$ cat src/lmsg_cfg.svh
// Function
// scan lines run upward from line 0
// line count 6 to 11 sets lines scanned
// slot is active plus blank plus two shifts
// active time 8 us or 16 us
// blanking time 1 us or 0.5 us
// phase shift 0 or 125 ns
// sub-period is slot times line count
// optional sink turn-on delay after line on
// upside ghost: discharge and clamp during blank
// precharge all sinks in blank, downside strength
// compensation per group from three fields
// peak-current code maps to seven currents
// peak-current code resets to 011
// refresh mode 1 applies peak code at once
// modes 2,3: latch while disabled, apply on enable
// ghost settings follow peak-code update timing
// color gain is 7-bit code over 127
// sink index modulo three picks group
// three color gains, each reset to 64
// dot gain is 8 bits per dot
// gain storage for every dot of matrix
// current is peak times color times dot gain
// normal operation within 100 us of enable
// wrap to line 0 with no extra gap
// reserved code 111 keeps previous peak
// no scan line or sink enabled during blanking
`ifndef LMSG_CFG_SVH
`define LMSG_CFG_SVH
// clock period and printed times, picoseconds
`define LMSG_CLK_PS        4000
`define LMSG_T_PWM_FAST_PS 8000000
`define LMSG_T_PWM_SLOW_PS 16000000
`define LMSG_T_BLK_LONG_PS 1000000
`define LMSG_T_BLK_SHRT_PS 500000
`define LMSG_T_PHASE_PS    125000
`define LMSG_T_CSD_FAST_PS 31250
`define LMSG_T_CSD_SLOW_PS 62500
`define LMSG_T_READY_PS    100000000
// least times round up, longest round down
`define LMSG_CYC_UP(t) (((t)+`LMSG_CLK_PS-1)/`LMSG_CLK_PS)
`define LMSG_CYC_DN(t) ((t)/`LMSG_CLK_PS)
// reset values and codes
`define LMSG_PEAK_RST      3'h3
`define LMSG_PEAK_RSVD     3'h7
`define LMSG_COLOR_RST     7'h40
`define LMSG_DOT_RST       8'h80
`define LMSG_MODE_1        2'h1
`define LMSG_LINES_MIN     4'h6
`define LMSG_LINES_MAX     4'hb
// peak currents in tenths of a milliamp
`define LMSG_PEAK_0 10'h04b
`define LMSG_PEAK_1 10'h07d
`define LMSG_PEAK_2 10'h0fa
`define LMSG_PEAK_3 10'h177
`define LMSG_PEAK_4 10'h1f4
`define LMSG_PEAK_5 10'h2ee
`define LMSG_PEAK_6 10'h3e8
`endif

$ cat src/lmsg_pkg.sv
package lmsg_pkg;
	// scan sequencer states
	typedef enum logic [1:0] {
		ST_IDLE,
		ST_ACTIVE,
		ST_BLANK
	} lmsg_state_t;
	// de-ghost settings as applied to the analog side
	typedef struct packed {
		logic       up_en;   // scan line discharge and clamp
		logic [1:0] down;    // sink precharge strength
	} lmsg_ghost_t;
	// three color group gains
	typedef struct packed {
		logic [6:0] first;
		logic [6:0] second;
		logic [6:0] third;
	} lmsg_gain3_t;
	// one sink current result
	typedef struct packed {
		logic        valid;  // high for 18 cycles, one per sink
		logic [4:0]  sink;   // sink index
		logic [24:0] value;  // peak x color x dot
	} lmsg_cur_t;
endpackage : lmsg_pkg

$ cat src/lmsg_dot_ram.sv
`timescale 1ns/1ps
// dot gain store, one write port, registered read
module lmsg_dot_ram #(
	parameter int DEPTH = 198,
	parameter int AW    = 8,
	parameter int DW    = 8
)(
	input  wire logic          clk_sys,
	input  wire logic          wr_en,
	input  wire logic [AW-1:0] wr_addr,
	input  wire logic [DW-1:0] wr_data,
	input  wire logic [AW-1:0] rd_addr,
	output logic      [DW-1:0] rd_data
);
	logic [DW-1:0] mem_ff [DEPTH];  // dot storage
	logic [DW-1:0] rd_data_ff;      // read register

	// refuse a depth the address cannot reach
	if (DEPTH > (1 << AW))
	begin : g_chk
		$error("dot ram depth exceeds address range");
	end

	// write and registered read
	always_ff @(posedge clk_sys)
	begin
		if (wr_en)
			mem_ff[wr_addr] <= wr_data;
		rd_data_ff <= mem_ff[rd_addr];
	end

	assign rd_data = rd_data_ff;
endmodule : lmsg_dot_ram

$ cat src/lmsg_scan.sv
`timescale 1ns/1ps
`include "lmsg_cfg.svh"
// matrix scan sequencer with analog gain handling
module lmsg_scan
	import lmsg_pkg::*;
#(
	parameter int LINES     = 11,
	parameter int SINKS     = 18,
	parameter int AW        = 8,
	parameter int READY_CYC = `LMSG_CYC_DN(`LMSG_T_READY_PS)
)(
	input  wire logic               clk_sys,
	input  wire logic               reset,
	input  wire logic               chip_en,
	input  wire logic [1:0]         refresh_mode,
	input  wire logic [3:0]         line_count,
	input  wire logic               pwm_slow_sel,
	input  wire logic               blanking_time_select,
	input  wire logic               phase_shift_en,
	input  wire logic               sink_on_shift,
	input  wire logic               up_deghost_en,
	input  wire logic [1:0]         down_deghost,
	input  wire logic [1:0]         low_level_comp_first,
	input  wire logic [1:0]         low_level_comp_second,
	input  wire logic [1:0]         low_level_comp_third,
	input  wire logic [2:0]         peak_current_code,
	input  wire logic [6:0]         color_gain_first,
	input  wire logic [6:0]         color_gain_second,
	input  wire logic [6:0]         color_gain_third,
	input  wire logic               dot_wr_en,
	input  wire logic [AW-1:0]      dot_wr_addr,
	input  wire logic [7:0]         dot_gain,
	output logic [LINES-1:0]        scan_line_on,
	output logic [SINKS-1:0]        sink_on,
	output logic [3:0]              line_index,
	output logic                    blanking,
	output logic                    scan_clamp_on,
	output logic                    sink_precharge_on,
	output lmsg_ghost_t             ghost_applied,
	output logic [SINKS-1:0][1:0]   sink_comp,
	output logic [2:0]              peak_applied,
	output lmsg_gain3_t             color_applied,
	output lmsg_cur_t               sink_current,
	output logic                    normal_ready,
	output logic                    dot_init_busy
);
	localparam int DOTS = LINES * SINKS;
	// slot timing in clock cycles
	localparam logic [12:0] PWM_F = 13'(`LMSG_CYC_UP(`LMSG_T_PWM_FAST_PS));
	localparam logic [12:0] PWM_S = 13'(`LMSG_CYC_UP(`LMSG_T_PWM_SLOW_PS));
	localparam logic [12:0] BLK_L = 13'(`LMSG_CYC_UP(`LMSG_T_BLK_LONG_PS));
	localparam logic [12:0] BLK_S = 13'(`LMSG_CYC_UP(`LMSG_T_BLK_SHRT_PS));
	localparam logic [12:0] PH    = 13'(`LMSG_CYC_UP(`LMSG_T_PHASE_PS));
	localparam logic [12:0] CSD_F = 13'(`LMSG_CYC_UP(`LMSG_T_CSD_FAST_PS));
	localparam logic [12:0] CSD_S = 13'(`LMSG_CYC_UP(`LMSG_T_CSD_SLOW_PS));

	// refuse shapes the sequencer cannot serve
	if (LINES != 11 || SINKS != 18 || DOTS > (1 << AW) || READY_CYC < 1
		|| READY_CYC > `LMSG_CYC_DN(`LMSG_T_READY_PS))
	begin : g_chk
		$error("lmsg_scan parameters out of range");
	end

	// peak code to tenths of a milliamp
	function automatic logic [9:0] peak_tenths(input logic [2:0] code);
		case (code)
			3'h0:    peak_tenths = `LMSG_PEAK_0;
			3'h1:    peak_tenths = `LMSG_PEAK_1;
			3'h2:    peak_tenths = `LMSG_PEAK_2;
			3'h3:    peak_tenths = `LMSG_PEAK_3;
			3'h4:    peak_tenths = `LMSG_PEAK_4;
			3'h5:    peak_tenths = `LMSG_PEAK_5;
			default: peak_tenths = `LMSG_PEAK_6;
		endcase
	endfunction : peak_tenths

	// sequencer state
	lmsg_state_t       state_ff;         // scan phase
	logic [12:0]       cnt_ff;           // cycle within phase
	logic [3:0]        line_ff;          // current line
	logic [14:0]       rdy_cnt_ff;       // enable-to-ready count
	logic              ready_ff;         // normal operation
	logic              chip_en_d_ff;     // enable, one cycle late
	// update shadows
	logic [2:0]        peak_pend_ff;     // peak code held while off
	logic [2:0]        peak_app_ff;      // peak code in use
	lmsg_ghost_t       ghost_pend_ff;    // ghost held while off
	lmsg_ghost_t       ghost_app_ff;     // ghost in use
	lmsg_gain3_t       color_ff;         // color gains in use
	// dot memory initialisation
	logic              init_ff;          // sweep in progress
	logic [AW-1:0]     init_addr_ff;     // sweep address
	// output registers
	logic [LINES-1:0]  line_on_ff;
	logic [SINKS-1:0]  sink_on_ff;
	logic              blank_ff;
	logic              clamp_ff;
	logic              prech_ff;
	logic [SINKS-1:0][1:0] comp_ff;
	// current pipeline
	logic              rd_v_ff;          // read issued last cycle
	logic [4:0]        rd_idx_ff;        // its sink index
	lmsg_cur_t         cur_ff;           // product out

	// decoded selections
	wire logic [12:0] pwm_len = pwm_slow_sel ? PWM_S : PWM_F;
	wire logic [12:0] blk_len = blanking_time_select ? BLK_S
		: BLK_L;
	wire logic [12:0] ph_len  = phase_shift_en ? PH : 13'h0;
	wire logic [12:0] act_len = pwm_len + 13'(ph_len << 1);
	wire logic [12:0] csd_len = !sink_on_shift ? 13'h0
		: (pwm_slow_sel ? CSD_S : CSD_F);
	// line count clamped to the legal span
	wire logic [3:0]  lines_eff = (line_count < `LMSG_LINES_MIN)
		? `LMSG_LINES_MIN : (line_count > `LMSG_LINES_MAX)
		? `LMSG_LINES_MAX : line_count;
	wire logic [3:0]  last_line = lines_eff - 4'h1;
	wire logic        in_act    = (state_ff == ST_ACTIVE);
	wire logic        in_blk    = (state_ff == ST_BLANK);
	wire logic        act_end   = in_act && (cnt_ff >= act_len - 13'h1);
	wire logic        blk_end   = in_blk && (cnt_ff >= blk_len - 13'h1);
	wire logic        en_rise   = chip_en && !chip_en_d_ff;
	wire logic        mode1     = (refresh_mode == `LMSG_MODE_1);
	wire logic        peak_ok   = (peak_current_code != `LMSG_PEAK_RSVD);
	wire lmsg_ghost_t ghost_in  = '{up_en: up_deghost_en,
		down: down_deghost};

	// per-group sink windows, staggered by the phase shift
	logic [2:0] grp_on;
	for (genvar g = 0; g < 3; g++)
	begin : g_grp
		wire logic [12:0] start = csd_len + 13'(ph_len * g);
		assign grp_on[g] = in_act && (cnt_ff >= start)
			&& (cnt_ff < start + pwm_len);
	end

	// next value of sink enables and compensation, by index mod 3
	logic [SINKS-1:0]      nxt_sink_on;
	logic [SINKS-1:0][1:0] nxt_comp;
	for (genvar s = 0; s < SINKS; s++)
	begin : g_sink
		assign nxt_sink_on[s] = grp_on[s % 3];
		assign nxt_comp[s] = (s % 3 == 0) ? low_level_comp_first
			: (s % 3 == 1) ? low_level_comp_second
			: low_level_comp_third;
	end

	// one-hot line drive, active phase only
	wire logic [LINES-1:0] nxt_line_on = in_act
		? LINES'(1) << line_ff : '0;
	wire logic [3:0] nxt_line = (line_ff >= last_line)
		? 4'h0 : line_ff + 4'h1;

	// dot memory ports
	wire logic          rd_go   = in_act && (cnt_ff < 13'(SINKS));
	wire logic [AW-1:0] rd_addr = AW'(line_ff * SINKS)
		+ AW'(cnt_ff[4:0]);
	wire logic          ram_we  = init_ff
		|| (dot_wr_en && (dot_wr_addr < AW'(DOTS)));
	wire logic [AW-1:0] ram_wa  = init_ff ? init_addr_ff : dot_wr_addr;
	wire logic [7:0]    ram_wd  = init_ff ? `LMSG_DOT_RST : dot_gain;
	logic [7:0] dot_rd;

	// selected color gain for the sink being read
	wire logic [6:0] cc_sel = (rd_idx_ff % 5'h3 == 5'h0)
		? color_ff.first : (rd_idx_ff % 5'h3 == 5'h1)
		? color_ff.second : color_ff.third;
	wire logic [24:0] cur_prod = 25'(peak_tenths(peak_app_ff))
		* 25'(cc_sel) * 25'(dot_rd);

	lmsg_dot_ram #(
		.DEPTH (DOTS),
		.AW    (AW),
		.DW    (8)
	) u_dot_ram (
		.clk_sys (clk_sys),
		.wr_en   (ram_we),
		.wr_addr (ram_wa),
		.wr_data (ram_wd),
		.rd_addr (rd_addr),
		.rd_data (dot_rd)
	);

	// dot gain reset: sweep the store with the default
	always_ff @(posedge clk_sys or posedge reset)
	begin
		if (reset)
		begin
			init_ff      <= 1'b1;
			init_addr_ff <= '0;
		end
		else if (init_ff)
		begin
			init_addr_ff <= init_addr_ff + AW'(1);
			// stop after the last dot
			if (init_addr_ff == AW'(DOTS - 1))
				init_ff <= 1'b0;
		end
	end

	// enable edge and ready timer
	always_ff @(posedge clk_sys or posedge reset)
	begin
		if (reset)
		begin
			chip_en_d_ff <= 1'b0;
			rdy_cnt_ff   <= '0;
			ready_ff     <= 1'b0;
		end
		else
		begin
			chip_en_d_ff <= chip_en;
			// disable drops readiness at once
			if (!chip_en || init_ff)
			begin
				rdy_cnt_ff <= '0;
				ready_ff   <= 1'b0;
			end
			// count up to the ready point
			else if (!ready_ff)
			begin
				rdy_cnt_ff <= rdy_cnt_ff + 15'h1;
				if (rdy_cnt_ff == 15'(READY_CYC - 1))
					ready_ff <= 1'b1;
			end
		end
	end

	// peak code and ghost settings by refresh mode
	always_ff @(posedge clk_sys or posedge reset)
	begin
		if (reset)
		begin
			peak_pend_ff  <= `LMSG_PEAK_RST;
			peak_app_ff   <= `LMSG_PEAK_RST;
			ghost_pend_ff <= '0;
			ghost_app_ff  <= '0;
		end
		// mode 1 takes new values immediately
		else if (mode1)
		begin
			if (peak_ok)
				peak_app_ff <= peak_current_code;
			ghost_app_ff <= ghost_in;
		end
		// other modes latch while off, apply on enable
		else
		begin
			if (!chip_en && peak_ok)
				peak_pend_ff <= peak_current_code;
			if (!chip_en)
				ghost_pend_ff <= ghost_in;
			if (en_rise)
			begin
				peak_app_ff  <= peak_pend_ff;
				ghost_app_ff <= ghost_pend_ff;
			end
		end
	end

	// color gains, one field per group
	always_ff @(posedge clk_sys or posedge reset)
	begin
		if (reset)
			color_ff <= '{default: `LMSG_COLOR_RST};
		else
			color_ff <= '{first: color_gain_first,
				second: color_gain_second,
				third: color_gain_third};
	end

	// scan sequencer: active slot, blank, next line
	always_ff @(posedge clk_sys or posedge reset)
	begin
		if (reset)
		begin
			state_ff <= ST_IDLE;
			cnt_ff   <= '0;
			line_ff  <= '0;
		end
		else
		begin
			case (state_ff)
				// wait for normal operation, start at line 0
				ST_IDLE:
				begin
					cnt_ff  <= '0;
					line_ff <= '0;
					if (ready_ff)
						state_ff <= ST_ACTIVE;
				end
				// lines and sinks on for the active part
				ST_ACTIVE:
				begin
					if (!ready_ff)
						state_ff <= ST_IDLE;
					else if (act_end)
					begin
						state_ff <= ST_BLANK;
						cnt_ff   <= '0;
					end
					else
						cnt_ff <= cnt_ff + 13'h1;
				end
				// blanking between slots
				ST_BLANK:
				begin
					if (!ready_ff)
						state_ff <= ST_IDLE;
					else if (blk_end)
					begin
						state_ff <= ST_ACTIVE;
						cnt_ff   <= '0;
						line_ff  <= nxt_line;
					end
					else
						cnt_ff <= cnt_ff + 13'h1;
				end
				default:
				begin
					state_ff <= ST_IDLE;
					cnt_ff   <= '0;
				end
			endcase
		end
	end

	// drive registers for switches, sinks and blank helpers
	always_ff @(posedge clk_sys or posedge reset)
	begin
		if (reset)
		begin
			line_on_ff <= '0;
			sink_on_ff <= '0;
			blank_ff   <= 1'b0;
			clamp_ff   <= 1'b0;
			prech_ff   <= 1'b0;
			comp_ff    <= '0;
		end
		else
		begin
			line_on_ff <= nxt_line_on;
			sink_on_ff <= nxt_sink_on;
			blank_ff   <= in_blk;
			clamp_ff   <= in_blk && ghost_app_ff.up_en;
			prech_ff   <= in_blk;
			comp_ff    <= nxt_comp;
		end
	end

	// current pipeline: read dot gain, then multiply
	always_ff @(posedge clk_sys or posedge reset)
	begin
		if (reset)
		begin
			rd_v_ff   <= 1'b0;
			rd_idx_ff <= '0;
			cur_ff    <= '0;
		end
		else
		begin
			rd_v_ff   <= rd_go;
			rd_idx_ff <= cnt_ff[4:0];
			cur_ff    <= '{valid: rd_v_ff, sink: rd_idx_ff,
				value: rd_v_ff ? cur_prod : 25'h0};
		end
	end

	// outputs straight from registers
	assign scan_line_on      = line_on_ff;
	assign sink_on           = sink_on_ff;
	assign line_index        = line_ff;
	assign blanking          = blank_ff;
	assign scan_clamp_on     = clamp_ff;
	assign sink_precharge_on = prech_ff;
	assign ghost_applied     = ghost_app_ff;
	assign sink_comp         = comp_ff;
	assign peak_applied      = peak_app_ff;
	assign color_applied     = color_ff;
	assign sink_current      = cur_ff;
	assign normal_ready      = ready_ff;
	assign dot_init_busy     = init_ff;
endmodule : lmsg_scan

$ cat config.mk
export PLATFORM = sky130hd
export DESIGN_NAME = lmsg_scan
export DESIGN_NICKNAME = d
export VERILOG_FILES = /design/src/lmsg_pkg.sv /design/src/lmsg_dot_ram.sv /design/src/lmsg_scan.sv
export VERILOG_INCLUDE_DIRS = /design/src
export SDC_FILE = /design/constraint.sdc
export NUM_CORES = 2
export LEC_CHECK = 0
export BUFFER_PORTS_ARGS = -buffer_cell sky130_fd_sc_hd__buf_4
export CAP_MARGIN = 20
export CORE_MARGIN = 2
export CORE_UTILIZATION = 61
export CTS_CLUSTER_SIZE = 24
export DETAILED_ROUTE_END_ITERATION = 12
export PLACE_DENSITY = 0.77
export SYNTH_ARGS = -nofsm -noshare
export SYNTH_HDL_FRONTEND = slang
export SYNTH_SLANG_ARGS = --single-unit
$ cat constraint.sdc
create_clock -name clk_sys -period 20.8 [get_ports clk_sys]
set_clock_uncertainty 0.05 [all_clocks]
set_input_delay 3.12 -clock clk_sys [delete_from_list [all_inputs] [get_ports clk_sys]]
set_output_delay 3.12 -clock clk_sys [all_outputs]
set_load 0.01 [all_outputs]
# Yosys cells after proc, flatten, opt, wreduce, memory -nomap -nowiden
# Memories as Yosys holds them, arrays and structs flattened. A register that Yosys moved wholly into a read port is not among the register bits.
# Cells that the tools add are included.
# totals
register_bits	152
latch_bits	0
mem_bits_rw	1584
rom_bits	0
in_bits	63
out_inout_bits	132
wordCells	155
memories	1
# mem_list
memory	words	word_bits	rd	rd_clocked_by_memory_dff	wr	line_no	rtl
u_dot_ram.mem_ff	198	8	1	1	1	lmsg_dot_ram.sv:15	logic [DW-1:0] mem_ff [DEPTH];
# op_classes
addsub	14
mul	3
div	1
n_lt_le_gt_ge	13
eq_ne	20
shifts	1
n_mux	43
n_bitwise	2
reduce_logical	28
# op_table
op	count
10-bit case mux with 6 select lines	1
13-bit 2-to-1 mux	4
13-bit less-than comparator	3
15-bit 2-to-1 mux	2
13-bit >= comparator	2
13-bit case mux with 2 select lines	1
17-bit by 8-bit multiplier with 25-bit output	1
25-bit 2-to-1 mux	1
8-bit 2-to-1 mux	3
4-bit 2-to-1 mux	5
10-bit by 7-bit multiplier with 17-bit output	1
15-bit by 1-bit adder with 15-bit output, second input constant	1
15-bit == test, second input constant	1
3-bit 2-to-1 mux	5
7-bit 2-to-1 mux	2
12-bit by 7-bit adder with 13-bit output	1
13-bit by 1-bit adder with 13-bit output, second input constant	1
5-bit by 12-bit adder with 13-bit output	1
7-bit by 12-bit adder with 13-bit output	1
8-bit by 12-bit adder with 13-bit output	1
13-bit by 5-bit >= comparator with 1-bit output	1
13-bit by 7-bit >= comparator with 1-bit output	1
13-bit by 8-bit >= comparator with 1-bit output	1
1-bit logical AND	13
44 further kinds	71

# Depth between registers and ports, before layout
# logic_depth
word_depth	9
mapped_depth	43
depth_no_buf	43

# Hierarchy
# A second synthesis with hierarchy kept.
# hier_totals
cells_unflattened	4372
area_unflattened_um2	75960.4
# modules_own_cells
module	instances	cells_each	area_each_um2	seq_area_each_um2
lmsg_dot_ram	1	2882	61881.8	47725.8
lmsg_scan	1	1490	14078.5	3438.3

# Least setup slack after synthesis
# No wires, ideal clock.
# synth_path
kind	flip-flop to flip-flop
start	register rd_idx_ff[4]
end	register cur_ff (netlist bit sink_current[24])
t_arrival_ns	10.492
setup_slack_ns	10.139
path_stages_with_launch	41
path_buffers	0
period_less_slack_ns	10.661
cell_sequence	dfrtp_1 > xor2_1 > mux2_2 > ha_1 > nor3b_1 > o21ai_0 > a22oi_2 > or4_1 > nand3_2 > mux2i_2 > inv_2 > nor2_1 > fa_1 > fa_1 > fa_1 > inv_1 > fa_1 > inv_1 > (+5 left out) > and2_1 > fa_1 > inv_1 > fa_1 > inv_1 > fa_1 > inv_1 > fa_1 > inv_1 > ha_1 > a21oi_1 > a21boi_0 > and3_1 > a221oi_1 > o221ai_1 > a221oi_1 > xnor2_1 > and2_1
# synth_between
elab_chain_cells	7
# synth_rtl
item	line_no	rtl
start, declared	lmsg_scan.sv:102	logic [4:0] rd_idx_ff;
start signal, assigned	lmsg_scan.sv:363	rd_idx_ff <= cnt_ff[4:0];
5-bit by 2-bit modulo with 5-bit output *	lmsg_scan.sv:165, lmsg_scan.sv:166	
5-bit by 1-bit == test with 1-bit output	lmsg_scan.sv:166	? color_ff.first : (rd_idx_ff % 5'h3 == 5'h1)
7-bit 2-to-1 mux	lmsg_scan.sv:167	? color_ff.second : color_ff.third;
7-bit 2-to-1 mux *	lmsg_scan.sv:166	
10-bit by 7-bit multiplier with 17-bit output *	lmsg_scan.sv:169	* 25'(cc_sel) * 25'(dot_rd);
17-bit by 8-bit multiplier with 25-bit output *	lmsg_scan.sv:169	
25-bit 2-to-1 mux *	lmsg_scan.sv:365	value: rd_v_ff ? cur_prod : 25'h0};
end signal, assigned	lmsg_scan.sv:364	cur_ff <= '{valid: rd_v_ff, sink: rd_idx_ff,
end, declared	lmsg_scan.sv:103	lmsg_cur_t cur_ff;
# Mark *: on every way between the ends. The rest lies on a longest branch, timed or not.
# A chain may end at the register's enable or synchronous reset.

# Worst setup path in the final report
# Ends and elaborated chain as after synthesis.

==> qor.txt <==
cell count after synthesis: 4261
Period minus WS final: 11560 ps
Max Freq: 86.5 MHz
worst path bufs/invs: 7
Setup-failing EPs final: 0
hold depth: 0
distinct cell type count after synthesis: 87
vias in the first global route: 40658
max_cap viols: 0
DIE AREA: 126000 um2
Max transition margin: 23.6%
grt total ovfl: 0
Worst R2R Path Depth: 41
area of the multi-input gates: 22300 um2
postcts setup bufs: 0
CTS clock-pin slew for the worst setup and hold paths: 60 ps
Detail Placement HPWL: 108000 um
Detail Route Antenna Nets: 0
fin. max-slew vios: 0
Worst R2R Start: rd_idx_ff[4]
share of the synthesized area in the top cell type: 63.1%
root buf cell: clkbuf_16
top cells by area, synth: edfxtp_1 (63%), mux4_2 (13%), dfrtp_1 (4.3%)
Die X: 356 um
initial antenna violation count: 6
Die Ht: 356 um
fin crit share: 55.6%
CP most frequent cell: fa_1
leading area contributor after synthesis: edfxtp_1
GRT Util Overall: 28.4%
final net count: 4792
# IOs: 195
final core occ: 68.5%
Slowest cell on crit path: fa_1
post-cts resize count: 0
Post-Syn Area: 75400 um2
largest net degree at the start of global routing: 199
CP Data Arrival Time: 12170 ps
Top delay family on crit path: adder cells
Synth warnings: 0
critical setup path kind: reg -> reg
sequential cell area: 51200 um2
Top FF cell, synth: edfxtp_1
top post-synthesis cells by count: edfxtp_1 (1584), mux4_2 (444), nor2_1 (333)
P&R area growth vs syn: 11.0%
H-tree level count: 4
Critical Path End Type: flop
Startpoint Class: flop
HP Class: reg -> reg
outcome: complete, no violations
largest fanout on the critical path: 8
WL/cell: 28.5 um
FF+latch count, synth: 1729
delay of the slowest cell on the worst path: 550 ps
Avg Inst Size Synth: 17.7 um2
total routed wirelength: 178000 um
Hold Startpoint: rd_idx_ff[2]
most frequent cell after synthesis: edfxtp_1
routability cong.: 0.869
CTS Buf Count: 167
sequential fraction of the synthesis area: 67.9%
crit path from: rd_idx_ff[4]
Max clock buf depth: 3
Worst path depth: 41
measured slew at the worst slew-check pin: 1140 ps
Final Hold Vio Count: 0
first-pass GRT wire length: 264000 um
worst path required time: 21410 ps
CTS tree: built
unrepaired setup endpoints after global routing: false
TritonCTS Sinks: 1729
post-DR vias/cell: 6.56
core area: 122000 um2
DR DRC count: 0
final setup TNS: 0 ps
Via Count: 40787
Synth async-reset ratio: 7.92%
Rows: 128
layout cell share with drive strength beyond 1: 22.1%
Clock Latency Late Sink: 800 ps
number of fill cells: 7519
IO Port Bufs: 194
hold buffer count at CTS: 0
Post-synth EDFFs: 1584
drt first pass iters: 8
Initial Util: 61.7%
drt initial violations: 5782
[placed cells by master (no fill, tap or decap), drive strengths merged, types with 25 or more instances in the layout]
master	Yosys	final
xor2	25	25
nor2	333	333
mux4	444	444
mux2i	58	58
xnor2	32	32
nor3	37	37
clkbuf	80	210
nand2	280	280
and2	97	97
edfxtp	1584	1584
clkinv	0	72
ha	144	144
inv	189	197
fa	130	130
buf	154	257
nand3	67	67
a21oi	57	57
dfrtp	129	129
o21ai	75	75
[state kept, by name, summed over array words and instances (netlist names), 2 cells and up]
signal / cells
cnt_ff: 13
color_applied: 21
ghost_applied: 3
ghost_pend_ff: 3
init_addr_ff: 8
line_index: 4
peak_applied: 3
peak_pend_ff: 3
rd_idx_ff: 5
rdy_cnt_ff: 15
scan_line_on: 11
sink_comp: 6
sink_current: 31
sink_on: 3
state_ff: 2
u_dot_ram.mem_ff: 1584
u_dot_ram.rd_data: 8
[metal layers]
metal  vias to the layer above  part of all wire [%]  global-route usage, %
li1                      16878                     -                      -
met1                     20965                    37                   39.2
met2                      2546                    49                   45.8
met3                       392                    10                   5.72
met4                         6                   3.4                   9.96
met5                         -                 0.021                      0
[worst register-to-register path: cells and delay by family (launching register included)]
kind                     cells  cell delay (ps)
AO/OA/AOI/OAI                9             2200
XOR/XNOR                     3              520
adder cells (fa/ha/maj)     11             4920
buffers and inverters        7              450
flip-flops                   1              430
multiplexers                 4             1160
AND/OR/NAND/NOR              7             1720
[area by class of cell]
cell class / instances / share of cell area (%)
sequential: 1729 / 61.1
multi-input combinational: 2110 / 26.7
clock buffer: 209 / 5.33
timing repair buffer: 258 / 2.47
tap: 1625 / 2.43
clock inverter: 98 / 1.11
inverter: 189 / 0.854
antenna: 3 / 0.00897
[per-stage QoR]
step	hold slack, ps	setup WS, ps	area [um2]	instances
after detailed placement	428	9300	78100	5904
after CTS	446	9270	83500	6211
final	439	9240	83700	6221
after global routing	460	8410	83700	6218
after global placement	418	9490	78100	5904
after floorplan	299	10140	75400	4262
[logic make-up after synthesis]
family | count (synthesis) | share of synthesized area (%)
other | 2 | 0.00996
xor gates and xnor gates | 57 | 0.662
DFF | 1729 | 67.9
AOI/OAI and AO/OA | 325 | 2.99
adders and majority gates | 274 | 5.84
and+or+nand+nor | 940 | 5.67
muxes | 511 | 14.2
buffers and inverters | 423 | 2.71
[worst paths after layout]
kind	end	slack, ps
setup / recovery	sink_current[24]	9240
hold / removal	sink_current[27]	440
setup reg to reg	sink_current[24]	9240
hold reg to reg	sink_current[27]	440
max in group asynchronous	cnt_ff[0]	16830
min in group asynchronous	color_applied[17]	2370
Power is not shown: default switching activity piles up to over one toggle a cycle in this logic, so the estimate is an artifact.
